[src/ddaf_pkg.sv]
package ddaf_pkg;
  localparam int ADDR_W = 16;
  localparam int PAGE_W = 9;
  localparam int OFS_W = 7;
  localparam int NUM_PAGES = 512;
  localparam int PAGE_WORDS = 128;
  localparam int MODE_BIT = 7;
  localparam int OPC_HI = 15;
  localparam int OPC_LO = 8;
  localparam int SHIFT_HI = 11;
  localparam int SHIFT_LO = 8;
  localparam int ARP_W = 3;
  localparam int NUM_AR = 8;
  localparam int TC_PAGE_ST0 = 7;
  localparam logic [15:0] PAGE_POINTER_SIM = 16'h0000;
  typedef enum logic [2:0] {
    DDAF_SRC_DIRECT,
    DDAF_SRC_INDIRECT,
    DDAF_SRC_SHORT_IMM,
    DDAF_SRC_LONG_IMM,
    DDAF_SRC_BLOCK_MOVE,
    DDAF_SRC_PLU
  } ddaf_src_t;
  typedef enum logic [1:0] {
    DDAF_IMM8,
    DDAF_IMM9,
    DDAF_IMM13
  } ddaf_imm_t;
  typedef enum logic [1:0] {
    DDAF_PP_NONE,
    DDAF_PP_LOAD_PAGE,
    DDAF_PP_LOAD_STATUS
  } ddaf_pp_t;
endpackage

[src/ddaf_aux_if.sv]
`timescale 1ns/1ns
interface ddaf_aux_if;
  logic [2:0] sel;
  logic [15:0] addr;
  logic wrap_en;
  logic [15:0] blk_start;
  logic [15:0] blk_end;
  logic [15:0] eff_addr;
  modport src (output sel, output wrap_en, output blk_start,
    output blk_end, input eff_addr, input addr);
  modport bank (input sel, input wrap_en, input blk_start,
    input blk_end, output eff_addr, output addr);
endinterface

[src/ddaf_former.sv]
// The strobed register port and the register addresses were left to the implementer.
`timescale 1ns/1ns
// How it works
// - direct address is page pointer then offset
// - 512 pages of 128 words each
// - opcode bits 15:8, bit7 zero is direct
// - bit7 one takes the indirect path
// - page pointer loads only by two instructions
// - page pointer not initialised by reset
// - indirect address from one of eight registers
// - short immediate of 8, 9 or 13 bits
// - long immediate is the following word
// - block move and logic unit registers
// - circular mode wraps to block start
// - shifted add count from bits 11:8
module ddaf_former (
  // clock and reset
  input wire logic clock_i,
  input wire logic reset_i,
  // instruction from decode
  input wire logic instr_valid_i,
  input wire logic [15:0] instr_i,
  input wire logic [15:0] next_word_i,
  input wire logic long_imm_i,
  input wire logic short_imm_i,
  input wire ddaf_pkg::ddaf_imm_t imm_size_i,
  input wire logic block_move_i,
  input wire logic plu_op_i,
  // page pointer load
  input wire ddaf_pkg::ddaf_pp_t pp_load_i,
  input wire logic [8:0] pp_data_i,
  // auxiliary registers
  input wire logic ar_we_i,
  input wire logic [2:0] ar_wsel_i,
  input wire logic [15:0] ar_wdata_i,
  input wire logic [2:0] aux_reg_pointer_i,
  input wire logic circ_en_i,
  input wire logic [15:0] circ_start_i,
  input wire logic [15:0] circ_end_i,
  // dedicated registers
  input wire logic [15:0] block_move_addr_reg_i,
  input wire logic [15:0] bit_manip_operand_reg_i,
  // outputs
  output logic [15:0] dmem_addr_o,
  output logic addr_valid_o,
  output logic [15:0] operand_o,
  output logic operand_valid_o,
  output ddaf_pkg::ddaf_src_t src_o,
  output logic [7:0] opcode_o,
  output logic [3:0] shift_o,
  output logic [8:0] page_pointer_o
);
  logic [8:0] page_pointer;
  logic [15:0] imm;
  logic [15:0] next_addr;
  logic [15:0] next_operand;
  logic next_addr_valid;
  logic next_operand_valid;
  ddaf_pkg::ddaf_src_t next_src;
  logic is_indirect;
  ddaf_aux_if aux ();

  assign is_indirect = instr_i[ddaf_pkg::MODE_BIT];
  assign aux.sel = aux_reg_pointer_i;
  assign aux.wrap_en = circ_en_i;
  assign aux.blk_start = circ_start_i;
  assign aux.blk_end = circ_end_i;

  ddaf_aux_bank u_bank (
    .clock_i(clock_i),
    .reset_i(reset_i),
    .ar_we_i(ar_we_i),
    .ar_wsel_i(ar_wsel_i),
    .ar_wdata_i(ar_wdata_i),
    .aux(aux.bank)
  );

  ddaf_imm_ext u_imm (
    .instr_i(instr_i),
    .size_i(imm_size_i),
    .imm_o(imm)
  );

  // page pointer keeps its value unless loaded; no reset term
  always_ff @(posedge clock_i) begin
    unique case (pp_load_i)
      ddaf_pkg::DDAF_PP_LOAD_PAGE: page_pointer <= pp_data_i;
      ddaf_pkg::DDAF_PP_LOAD_STATUS: page_pointer <= pp_data_i;
      default: page_pointer <= page_pointer;
    endcase
  end

  // source selection
  always_comb begin
    next_addr = 16'h0000;
    next_operand = 16'h0000;
    next_addr_valid = 1'b0;
    next_operand_valid = 1'b0;
    next_src = ddaf_pkg::DDAF_SRC_DIRECT;
    if (instr_valid_i) begin
      if (long_imm_i) begin
        next_src = ddaf_pkg::DDAF_SRC_LONG_IMM;
        next_operand = next_word_i;
        next_operand_valid = 1'b1;
      end else if (short_imm_i) begin
        next_src = ddaf_pkg::DDAF_SRC_SHORT_IMM;
        next_operand = imm;
        next_operand_valid = 1'b1;
      end else if (block_move_i) begin
        next_src = ddaf_pkg::DDAF_SRC_BLOCK_MOVE;
        next_addr = block_move_addr_reg_i;
        next_addr_valid = 1'b1;
      end else if (plu_op_i) begin
        next_src = ddaf_pkg::DDAF_SRC_PLU;
        next_operand = bit_manip_operand_reg_i;
        next_operand_valid = 1'b1;
        next_addr = is_indirect ? aux.eff_addr :
          {page_pointer, instr_i[6:0]};
        next_addr_valid = 1'b1;
      end else if (is_indirect) begin
        next_src = ddaf_pkg::DDAF_SRC_INDIRECT;
        next_addr = aux.eff_addr;
        next_addr_valid = 1'b1;
      end else begin
        next_src = ddaf_pkg::DDAF_SRC_DIRECT;
        next_addr = {page_pointer, instr_i[6:0]};
        next_addr_valid = 1'b1;
      end
    end
  end

  // registered outputs, one cycle after the instruction
  always_ff @(posedge clock_i) begin
    if (reset_i) begin
      dmem_addr_o <= 16'h0000;
      addr_valid_o <= 1'b0;
      operand_o <= 16'h0000;
      operand_valid_o <= 1'b0;
      src_o <= ddaf_pkg::DDAF_SRC_DIRECT;
    end else begin
      dmem_addr_o <= next_addr;
      addr_valid_o <= next_addr_valid;
      operand_o <= next_operand;
      operand_valid_o <= next_operand_valid;
      src_o <= next_src;
    end
  end

  always_ff @(posedge clock_i) begin
    if (reset_i) begin
      opcode_o <= 8'h00;
      shift_o <= 4'h0;
    end else if (instr_valid_i) begin
      opcode_o <= instr_i[15:8];
      shift_o <= instr_i[11:8];
    end
  end

  assign page_pointer_o = page_pointer;

  // decode classes re-derived for the checks below
  logic mem_op;
  logic direct_op;
  logic indirect_op;
  logic short_op;
  logic plu_only;
  assign mem_op = instr_valid_i && !long_imm_i && !short_imm_i &&
    !block_move_i && !plu_op_i;
  assign direct_op = mem_op && !instr_i[ddaf_pkg::MODE_BIT];
  assign indirect_op = mem_op && instr_i[ddaf_pkg::MODE_BIT];
  assign short_op = instr_valid_i && short_imm_i && !long_imm_i;
  assign plu_only = instr_valid_i && plu_op_i && !long_imm_i &&
    !short_imm_i && !block_move_i;

  // set by the first pointer load; unknown pointer is not checked before
  logic pp_loaded;
  always_ff @(posedge clock_i) begin
    if (pp_load_i != ddaf_pkg::DDAF_PP_NONE) begin
      pp_loaded <= 1'b1;
    end
  end

  direct_addr_a: assert property (
    @(posedge clock_i) disable iff (reset_i)
    direct_op |=> addr_valid_o &&
    dmem_addr_o == {$past(page_pointer), $past(instr_i[6:0])})
    else $error("direct address wrong");

  page_offset_a: assert property (
    @(posedge clock_i) disable iff (reset_i)
    addr_valid_o && src_o == ddaf_pkg::DDAF_SRC_DIRECT |->
    dmem_addr_o[15:7] == $past(page_pointer))
    else $error("page field wrong");

  page_word_a: assert property (
    @(posedge clock_i) disable iff (reset_i)
    direct_op |=> dmem_addr_o[6:0] == $past(instr_i[6:0]))
    else $error("in-page word wrong");

  opcode_field_a: assert property (
    @(posedge clock_i) disable iff (reset_i)
    instr_valid_i |=> opcode_o == $past(instr_i[15:8]))
    else $error("opcode wrong");

  direct_src_a: assert property (
    @(posedge clock_i) disable iff (reset_i)
    direct_op |=> src_o == ddaf_pkg::DDAF_SRC_DIRECT &&
    !operand_valid_o)
    else $error("direct mode not selected");

  field_hold_a: assert property (
    @(posedge clock_i) disable iff (reset_i)
    !instr_valid_i |=> $stable(opcode_o) && $stable(shift_o))
    else $error("opcode fields changed while idle");

  indirect_path_a: assert property (
    @(posedge clock_i) disable iff (reset_i)
    indirect_op |=> addr_valid_o && src_o == ddaf_pkg::DDAF_SRC_INDIRECT &&
    dmem_addr_o == $past(aux.eff_addr))
    else $error("indirect path wrong");

  mode_bit_a: assert property (
    @(posedge clock_i) disable iff (reset_i)
    mem_op |=> (src_o == ddaf_pkg::DDAF_SRC_INDIRECT) == $past(instr_i[7]))
    else $error("mode bit decode wrong");

  indirect_reg_a: assert property (
    @(posedge clock_i) disable iff (reset_i)
    indirect_op && !circ_en_i |=> dmem_addr_o == $past(aux.addr))
    else $error("auxiliary register address wrong");

  aux_write_a: assert property (
    @(posedge clock_i) disable iff (reset_i)
    ar_we_i && ar_wsel_i == aux_reg_pointer_i |=>
    aux_reg_pointer_i != $past(aux_reg_pointer_i) ||
    aux.addr == $past(ar_wdata_i))
    else $error("auxiliary register not written");

  circ_wrap_a: assert property (
    @(posedge clock_i) disable iff (reset_i)
    indirect_op && circ_en_i && aux.addr > circ_end_i |=>
    dmem_addr_o == $past(circ_start_i))
    else $error("circular wrap missing");

  circ_inside_a: assert property (
    @(posedge clock_i) disable iff (reset_i)
    indirect_op && circ_en_i && aux.addr <= circ_end_i |=>
    dmem_addr_o == $past(aux.addr))
    else $error("address wrapped inside block");

  page_hold_a: assert property (
    @(posedge clock_i)
    pp_loaded && pp_load_i == ddaf_pkg::DDAF_PP_NONE |=>
    $stable(page_pointer))
    else $error("page pointer changed");

  page_load_a: assert property (
    @(posedge clock_i)
    pp_load_i != ddaf_pkg::DDAF_PP_NONE |=>
    page_pointer == $past(pp_data_i))
    else $error("page pointer not loaded");

  page_reset_a: assert property (
    @(posedge clock_i)
    reset_i && pp_loaded && pp_load_i == ddaf_pkg::DDAF_PP_NONE |=>
    $stable(page_pointer))
    else $error("reset disturbed page pointer");

  long_imm_a: assert property (
    @(posedge clock_i) disable iff (reset_i)
    instr_valid_i && long_imm_i |=> operand_valid_o &&
    operand_o == $past(next_word_i))
    else $error("long immediate wrong");

  long_src_a: assert property (
    @(posedge clock_i) disable iff (reset_i)
    instr_valid_i && long_imm_i |=> !addr_valid_o &&
    src_o == ddaf_pkg::DDAF_SRC_LONG_IMM)
    else $error("long immediate source wrong");

  short_imm8_a: assert property (
    @(posedge clock_i) disable iff (reset_i)
    short_op && imm_size_i == ddaf_pkg::DDAF_IMM8 |=>
    operand_o == {8'h00, $past(instr_i[7:0])})
    else $error("8-bit immediate wrong");

  short_imm9_a: assert property (
    @(posedge clock_i) disable iff (reset_i)
    short_op && imm_size_i == ddaf_pkg::DDAF_IMM9 |=>
    operand_o == {7'h00, $past(instr_i[8:0])})
    else $error("9-bit immediate wrong");

  short_imm13_a: assert property (
    @(posedge clock_i) disable iff (reset_i)
    short_op && imm_size_i == ddaf_pkg::DDAF_IMM13 |=>
    operand_o == {3'h0, $past(instr_i[12:0])})
    else $error("13-bit immediate wrong");

  short_src_a: assert property (
    @(posedge clock_i) disable iff (reset_i)
    short_op |=> operand_valid_o && !addr_valid_o &&
    src_o == ddaf_pkg::DDAF_SRC_SHORT_IMM)
    else $error("short immediate source wrong");

  shift_cnt_a: assert property (
    @(posedge clock_i) disable iff (reset_i)
    instr_valid_i |=> shift_o == $past(instr_i[11:8]))
    else $error("shift count wrong");

  block_move_a: assert property (
    @(posedge clock_i) disable iff (reset_i)
    instr_valid_i && block_move_i && !long_imm_i && !short_imm_i |=>
    dmem_addr_o == $past(block_move_addr_reg_i))
    else $error("block move address wrong");

  block_src_a: assert property (
    @(posedge clock_i) disable iff (reset_i)
    instr_valid_i && block_move_i && !long_imm_i && !short_imm_i |=>
    addr_valid_o && src_o == ddaf_pkg::DDAF_SRC_BLOCK_MOVE)
    else $error("block move source wrong");

  plu_operand_a: assert property (
    @(posedge clock_i) disable iff (reset_i)
    plu_only |=> operand_valid_o && src_o == ddaf_pkg::DDAF_SRC_PLU &&
    operand_o == $past(bit_manip_operand_reg_i))
    else $error("logic unit operand wrong");

  plu_addr_a: assert property (
    @(posedge clock_i) disable iff (reset_i)
    plu_only && !instr_i[7] |=> addr_valid_o &&
    dmem_addr_o == {$past(page_pointer), $past(instr_i[6:0])})
    else $error("logic unit address wrong");

  both_valid_a: assert property (
    @(posedge clock_i) disable iff (reset_i)
    addr_valid_o && operand_valid_o |-> src_o == ddaf_pkg::DDAF_SRC_PLU)
    else $error("two results outside logic unit");

  idle_out_a: assert property (
    @(posedge clock_i) disable iff (reset_i)
    !instr_valid_i |=> !addr_valid_o && !operand_valid_o)
    else $error("valid without instruction");

  reset_out_a: assert property (
    @(posedge clock_i)
    reset_i |=> !addr_valid_o && !operand_valid_o &&
    dmem_addr_o == 16'h0000)
    else $error("outputs not cleared by reset");
endmodule

[src/ddaf_aux_bank.sv]
`timescale 1ns/1ns
module ddaf_aux_bank (
  // clock and reset
  input wire logic clock_i,
  input wire logic reset_i,
  // register load
  input wire logic ar_we_i,
  input wire logic [2:0] ar_wsel_i,
  input wire logic [15:0] ar_wdata_i,
  // address side
  ddaf_aux_if.bank aux
);
  logic [15:0] ar [ddaf_pkg::NUM_AR];
  genvar g;
  generate
    for (g = 0; g < ddaf_pkg::NUM_AR; g++) begin : g_ar
      always_ff @(posedge clock_i) begin
        if (reset_i) begin
          ar[g] <= 16'h0000;
        end else if (ar_we_i && ar_wsel_i == 3'(g)) begin
          ar[g] <= ar_wdata_i;
        end
      end
    end
  endgenerate
  // selected register and circular wrap
  assign aux.addr = ar[aux.sel];
  assign aux.eff_addr = (aux.wrap_en && aux.addr > aux.blk_end) ?
    aux.blk_start : aux.addr;
endmodule

[src/ddaf_imm_ext.sv]
`timescale 1ns/1ns
module ddaf_imm_ext (
  // instruction and size
  input wire logic [15:0] instr_i,
  input wire ddaf_pkg::ddaf_imm_t size_i,
  // operand
  output logic [15:0] imm_o
);
  always_comb begin
    unique case (size_i)
      ddaf_pkg::DDAF_IMM8: imm_o = {8'h00, instr_i[7:0]};
      ddaf_pkg::DDAF_IMM9: imm_o = {7'h00, instr_i[8:0]};
      ddaf_pkg::DDAF_IMM13: imm_o = {3'h0, instr_i[12:0]};
      default: imm_o = 16'h0000;
    endcase
  end
endmodule

[config.mk]
export PLATFORM = sky130hd
export DESIGN_NAME = ddaf_former
export DESIGN_NICKNAME = d
export VERILOG_FILES = /design/src/ddaf_pkg.sv /design/src/ddaf_aux_if.sv /design/src/ddaf_former.sv /design/src/ddaf_aux_bank.sv /design/src/ddaf_imm_ext.sv
export SDC_FILE = /design/constraint.sdc
export NUM_CORES = 1
export LEC_CHECK = 0
export ABC_AREA = 1
export BUFFER_PORTS_ARGS = -buffer_cell sky130_fd_sc_hd__buf_2
export CAP_MARGIN = 20
export CORE_MARGIN = 5
export CORE_UTILIZATION = 40
export CTS_BUF_LIST = sky130_fd_sc_hd__clkbuf_8
export DETAILED_ROUTE_END_ITERATION = 7
export HOLD_SLACK_MARGIN = 0.12
export PLACE_DENSITY = 0.73
export RECOVER_POWER = 50
export SETUP_SLACK_MARGIN = 0.1
export SLEW_MARGIN = 30
export SYNTH_ARGS = -nofsm -noshare
export SYNTH_HDL_FRONTEND = slang
export SYNTH_SLANG_ARGS = --single-unit
[constraint.sdc]
create_clock -name clock_i -period 2.22 [get_ports clock_i]
set_input_delay 0.222 -clock clock_i [delete_from_list [all_inputs] [get_ports clock_i]]
set_output_delay 0.222 -clock clock_i [all_outputs]
set_load 0.02 [all_outputs]
==> impl_metrics.ini <==
[run_status]
outcome = finished with violations
violations = setup timing

[routing]
ant_nets = 0
totalWireLength_um = 28500
post-route-drc-count = 0
dr.pass1.iters = 5
vias = 8048
wl_per_cell_um = 18.4
vias_per_cell = 5.19
drt_iter0_drc = 910

[synthesis]
ys_types = 34
synth_xor_area_frac = 0.00101
netlist_top_cells_area = edfxtp_1 (47%), nor2_1 (11%), dfxtp_1 (10%), o21ai_0 (5.6%), inv_1 (3.9%)
yosys_warnings = 0
yosysTopAreaCell = edfxtp_1
synthArstFlopShare = 0
synth_top_family_by_area = simple AND/OR/NAND/NOR gates
synth.area.mux_share = 0
yosys.area_share.simple = 0.181
synth_nets = 1087
yosys.area.top_type_share = 0.472
synth_area_sq_mm = 0.00871
synth-edff-count = 137
synthAdderAreaFrac = 0.0230
syn_area_per_cell_sq_um = 9.36
yosysSeqAreaShare = 0.576
synthCells = 931
ys_seq_elements = 182
yosys_most_used_dff = edfxtp_1
synth_compound_area_frac = 0.141

[sta]
drv_slew = 0
setup_viol = 16
fin_crit_sh = 1.11
tightestPinTransition_ps = 953
clock.fmax_ghz = 0.407
period_needed_ps = 2460
clock_skew_ps = 25.2
finalHoldWorstSlack_ps = 152
hold_viol_final = 0
rsz0062_at_grt = true
layout_setup_ws_ps = -237
slew_headroom = 0.361

[global_routing]
grt_max_degree = 43
track_usage = 0.219
grt_pass1_vias = 7902
globalRouteOverflowTotal = 0
grt_pass1_wl_um = 41600
antenna_found_initial = 3

[finish]
final_common_cell = nor2_1
areaGrowthSynthToFinish_pct = 35.5
drive_above_1_share = 0.263
final_area_sq_mm = 0.0118
finalNetCount = 1414
fillers = 1878
layout_common_cells = nor2_1 (247), buf_2 (137), edfxtp_1 (137)
finalCoreUtilization = 0.546

[worst_setup_path]
crit_chain = nor2_1 -> nor2_1 -> o21ai_0 -> o21ai_1 -> o21ai_2 -> inv_1 -> ha_1 -> nand2_1 -> nor2_4 -> nand2_2 -> o21a_4 -> buf_12 -> nand2_8 -> nand2_1 -> nand3_1 -> a21oi_2
start_kind = register
ff2ff_setup_slack_ps = -240
path_depth = 16
slowest_stage = edfxtp_1
end_kind = register
critical_path_required_ps = 2610
worstPathArrival_ps = 2850
cp_top_family = compound AO/OA/AOI/OAI gates
worst-path-buf-inv = 2
startpoint = u_bank.ar[0][14]$_SDFFCE_PN0P_
ff2ff_path_depth = 16
path_class = reg -> reg
r2r_end = dmem_addr_o[15]$_SDFF_PP0_
timing.rr.start = u_bank.ar[0][14]$_SDFFCE_PN0P_
endpoint = dmem_addr_o[15]$_SDFF_PP0_
slowest_delay_ps = 390
crit_path_max_fanout = 8

[clock_tree]
htreeDepth = 4
clkTransAtPathRegs_ps = 130
root_buffer = clkbuf_8
cts.sinks = 182
cts_max_path_buffers = 2
cts_buffers = 17
cts_tree = yes
clock_latency_ps = 490

[die]
std_cell_rows = 54
core_sq_mm = 0.0216
start_util = 0.403
fp.dieH_um = 158
io_pins = 198
dieArea_sq_mm = 0.0248
die_x_um = 158

[placement]
io_buffers = 197
placed_area_sq_mm = 0.0102
place_ws_ps = -577
gp_congestion = 0.889
place_hpwl_um = 18400

[power_and_ir_drop]
power.share.clock = 0.296
p_comb_frac = 0.197
leakagePower_nw = 5.05
internal_power_mw = 5.40
power_density_mw_per_mm2 = 659
switching_power_mw = 2.39
seqPwrFrac = 0.506
p_total_mw = 7.79
swShare = 0.307
ir_worst_vdd_mv = 0.323

[flow_run]
cap_violations = 0

[hold_path]
hold_class = in -> reg
## through the flow
step                cells  TNS, ps
finish               1552    -3130
global placement     1413    -7330
detailed placement   1413    -8800
CTS                  1546    -1610
floorplan             931     -104
global route         1551    -5400
## synth_stat cells, types with 7 or more instances
cell type  instances
nor2_1           251
edfxtp_1         137
o21ai_0           98
inv_1             90
nand2_1           70
dfxtp_1           45
a21oi_1           33
o21ai_1           26
nand3_1           22
nand3_2           20
clkbuf_1          18
buf_2             17
ha_1              16
o211ai_1          16
o22ai_1           12
a311o_1           11
a21oi_2           10
buf_4             10
buf_6              7
## kinds of logic after synthesis
logic type / count (synthesis)
buffers and inverters: 148
XOR/XNOR: 1
AND/OR/NAND/NOR: 371
adder cells (fa/ha/maj): 16
AO/OA/AOI/OAI: 213
flip-flops: 182
## repair_timing
item	4_1_cts	5_1_grt
gates resized for setup	23	42
setup buffers	28	4
cloned	1	1
hold buffers	73	0
pin swaps	9	23
hold endpoints to repair	44	0
endpoints found under the setup margin	16	18
## power by group through the flow
stage	Sequential [mW]	Clock [mW]	Combinational [mW]
3_3_place_gp	4.01	0	1.17
3_5_place_dp	4.01	0	1.18
2_1_floorplan	4.07	0	0.635
5_1_grt	3.96	2.50	1.65
4_1_cts	3.94	2.35	1.42
6_report	3.94	2.31	1.54
## state kept, by name, summed over array words and instances (netlist names)
register / cells
operand_valid_o: 1
opcode_o: 8
operand_o: 16
dmem_addr_o: 16
addr_valid_o: 1
page_pointer_o: 9
src_o: 3
u_bank.ar: 128
## routing by layer
layer / track usage / part of all wire / vias to the layer above
li1: - / - / 3790
met4: 0.0967 / 0.043 / 6
met1: 0.250 / 0.37 / 3753
met2: 0.394 / 0.50 / 409
met5: 0 / 0.00098 / -
met3: 0.0487 / 0.087 / 90
## area by class of cell
type	count	area, sq um	area share
Antenna cell	1	2.50	0.000212
Sequential cell	182	5010	0.425
Tap cell	280	350	0.0297
Clock buffer	17	234	0.0198
Clock inverter	15	204	0.0173
Inverter	95	360	0.0305
Timing Repair Buffer	360	2430	0.206
Multi-Input combinational cell	602	3210	0.272
## how the worst min path moves through the flow
stage | start | end | slack, ps | cells past startpoint
final | circ_start_i[13] | dmem_addr_o[13]$_SDFF_PP0_ | 150 | 5
after CTS | ar_wdata_i[12] | u_bank.ar[4][12]$_SDFFCE_PN0P_ | 120 | 3
after floorplan | pp_data_i[0] | page_pointer_o[0]$_DFFE_PP_ | 320 | 0
after global placement | pp_data_i[4] | page_pointer_o[4]$_DFFE_PP_ | 400 | 1
after detailed placement | pp_data_i[1] | page_pointer_o[1]$_DFFE_PP_ | 400 | 1
after global routing | ar_wdata_i[9] | u_bank.ar[4][9]$_SDFFCE_PN0P_ | 140 | 3
## worst min-delay path: cells and delay by family
family	cells	cell delay [ps]
buffers and inverters	2	180
and+or+nand+nor	2	140
AOI/OAI and AO/OA	1	40
Note: power is estimated with default switching activity, not from simulation.
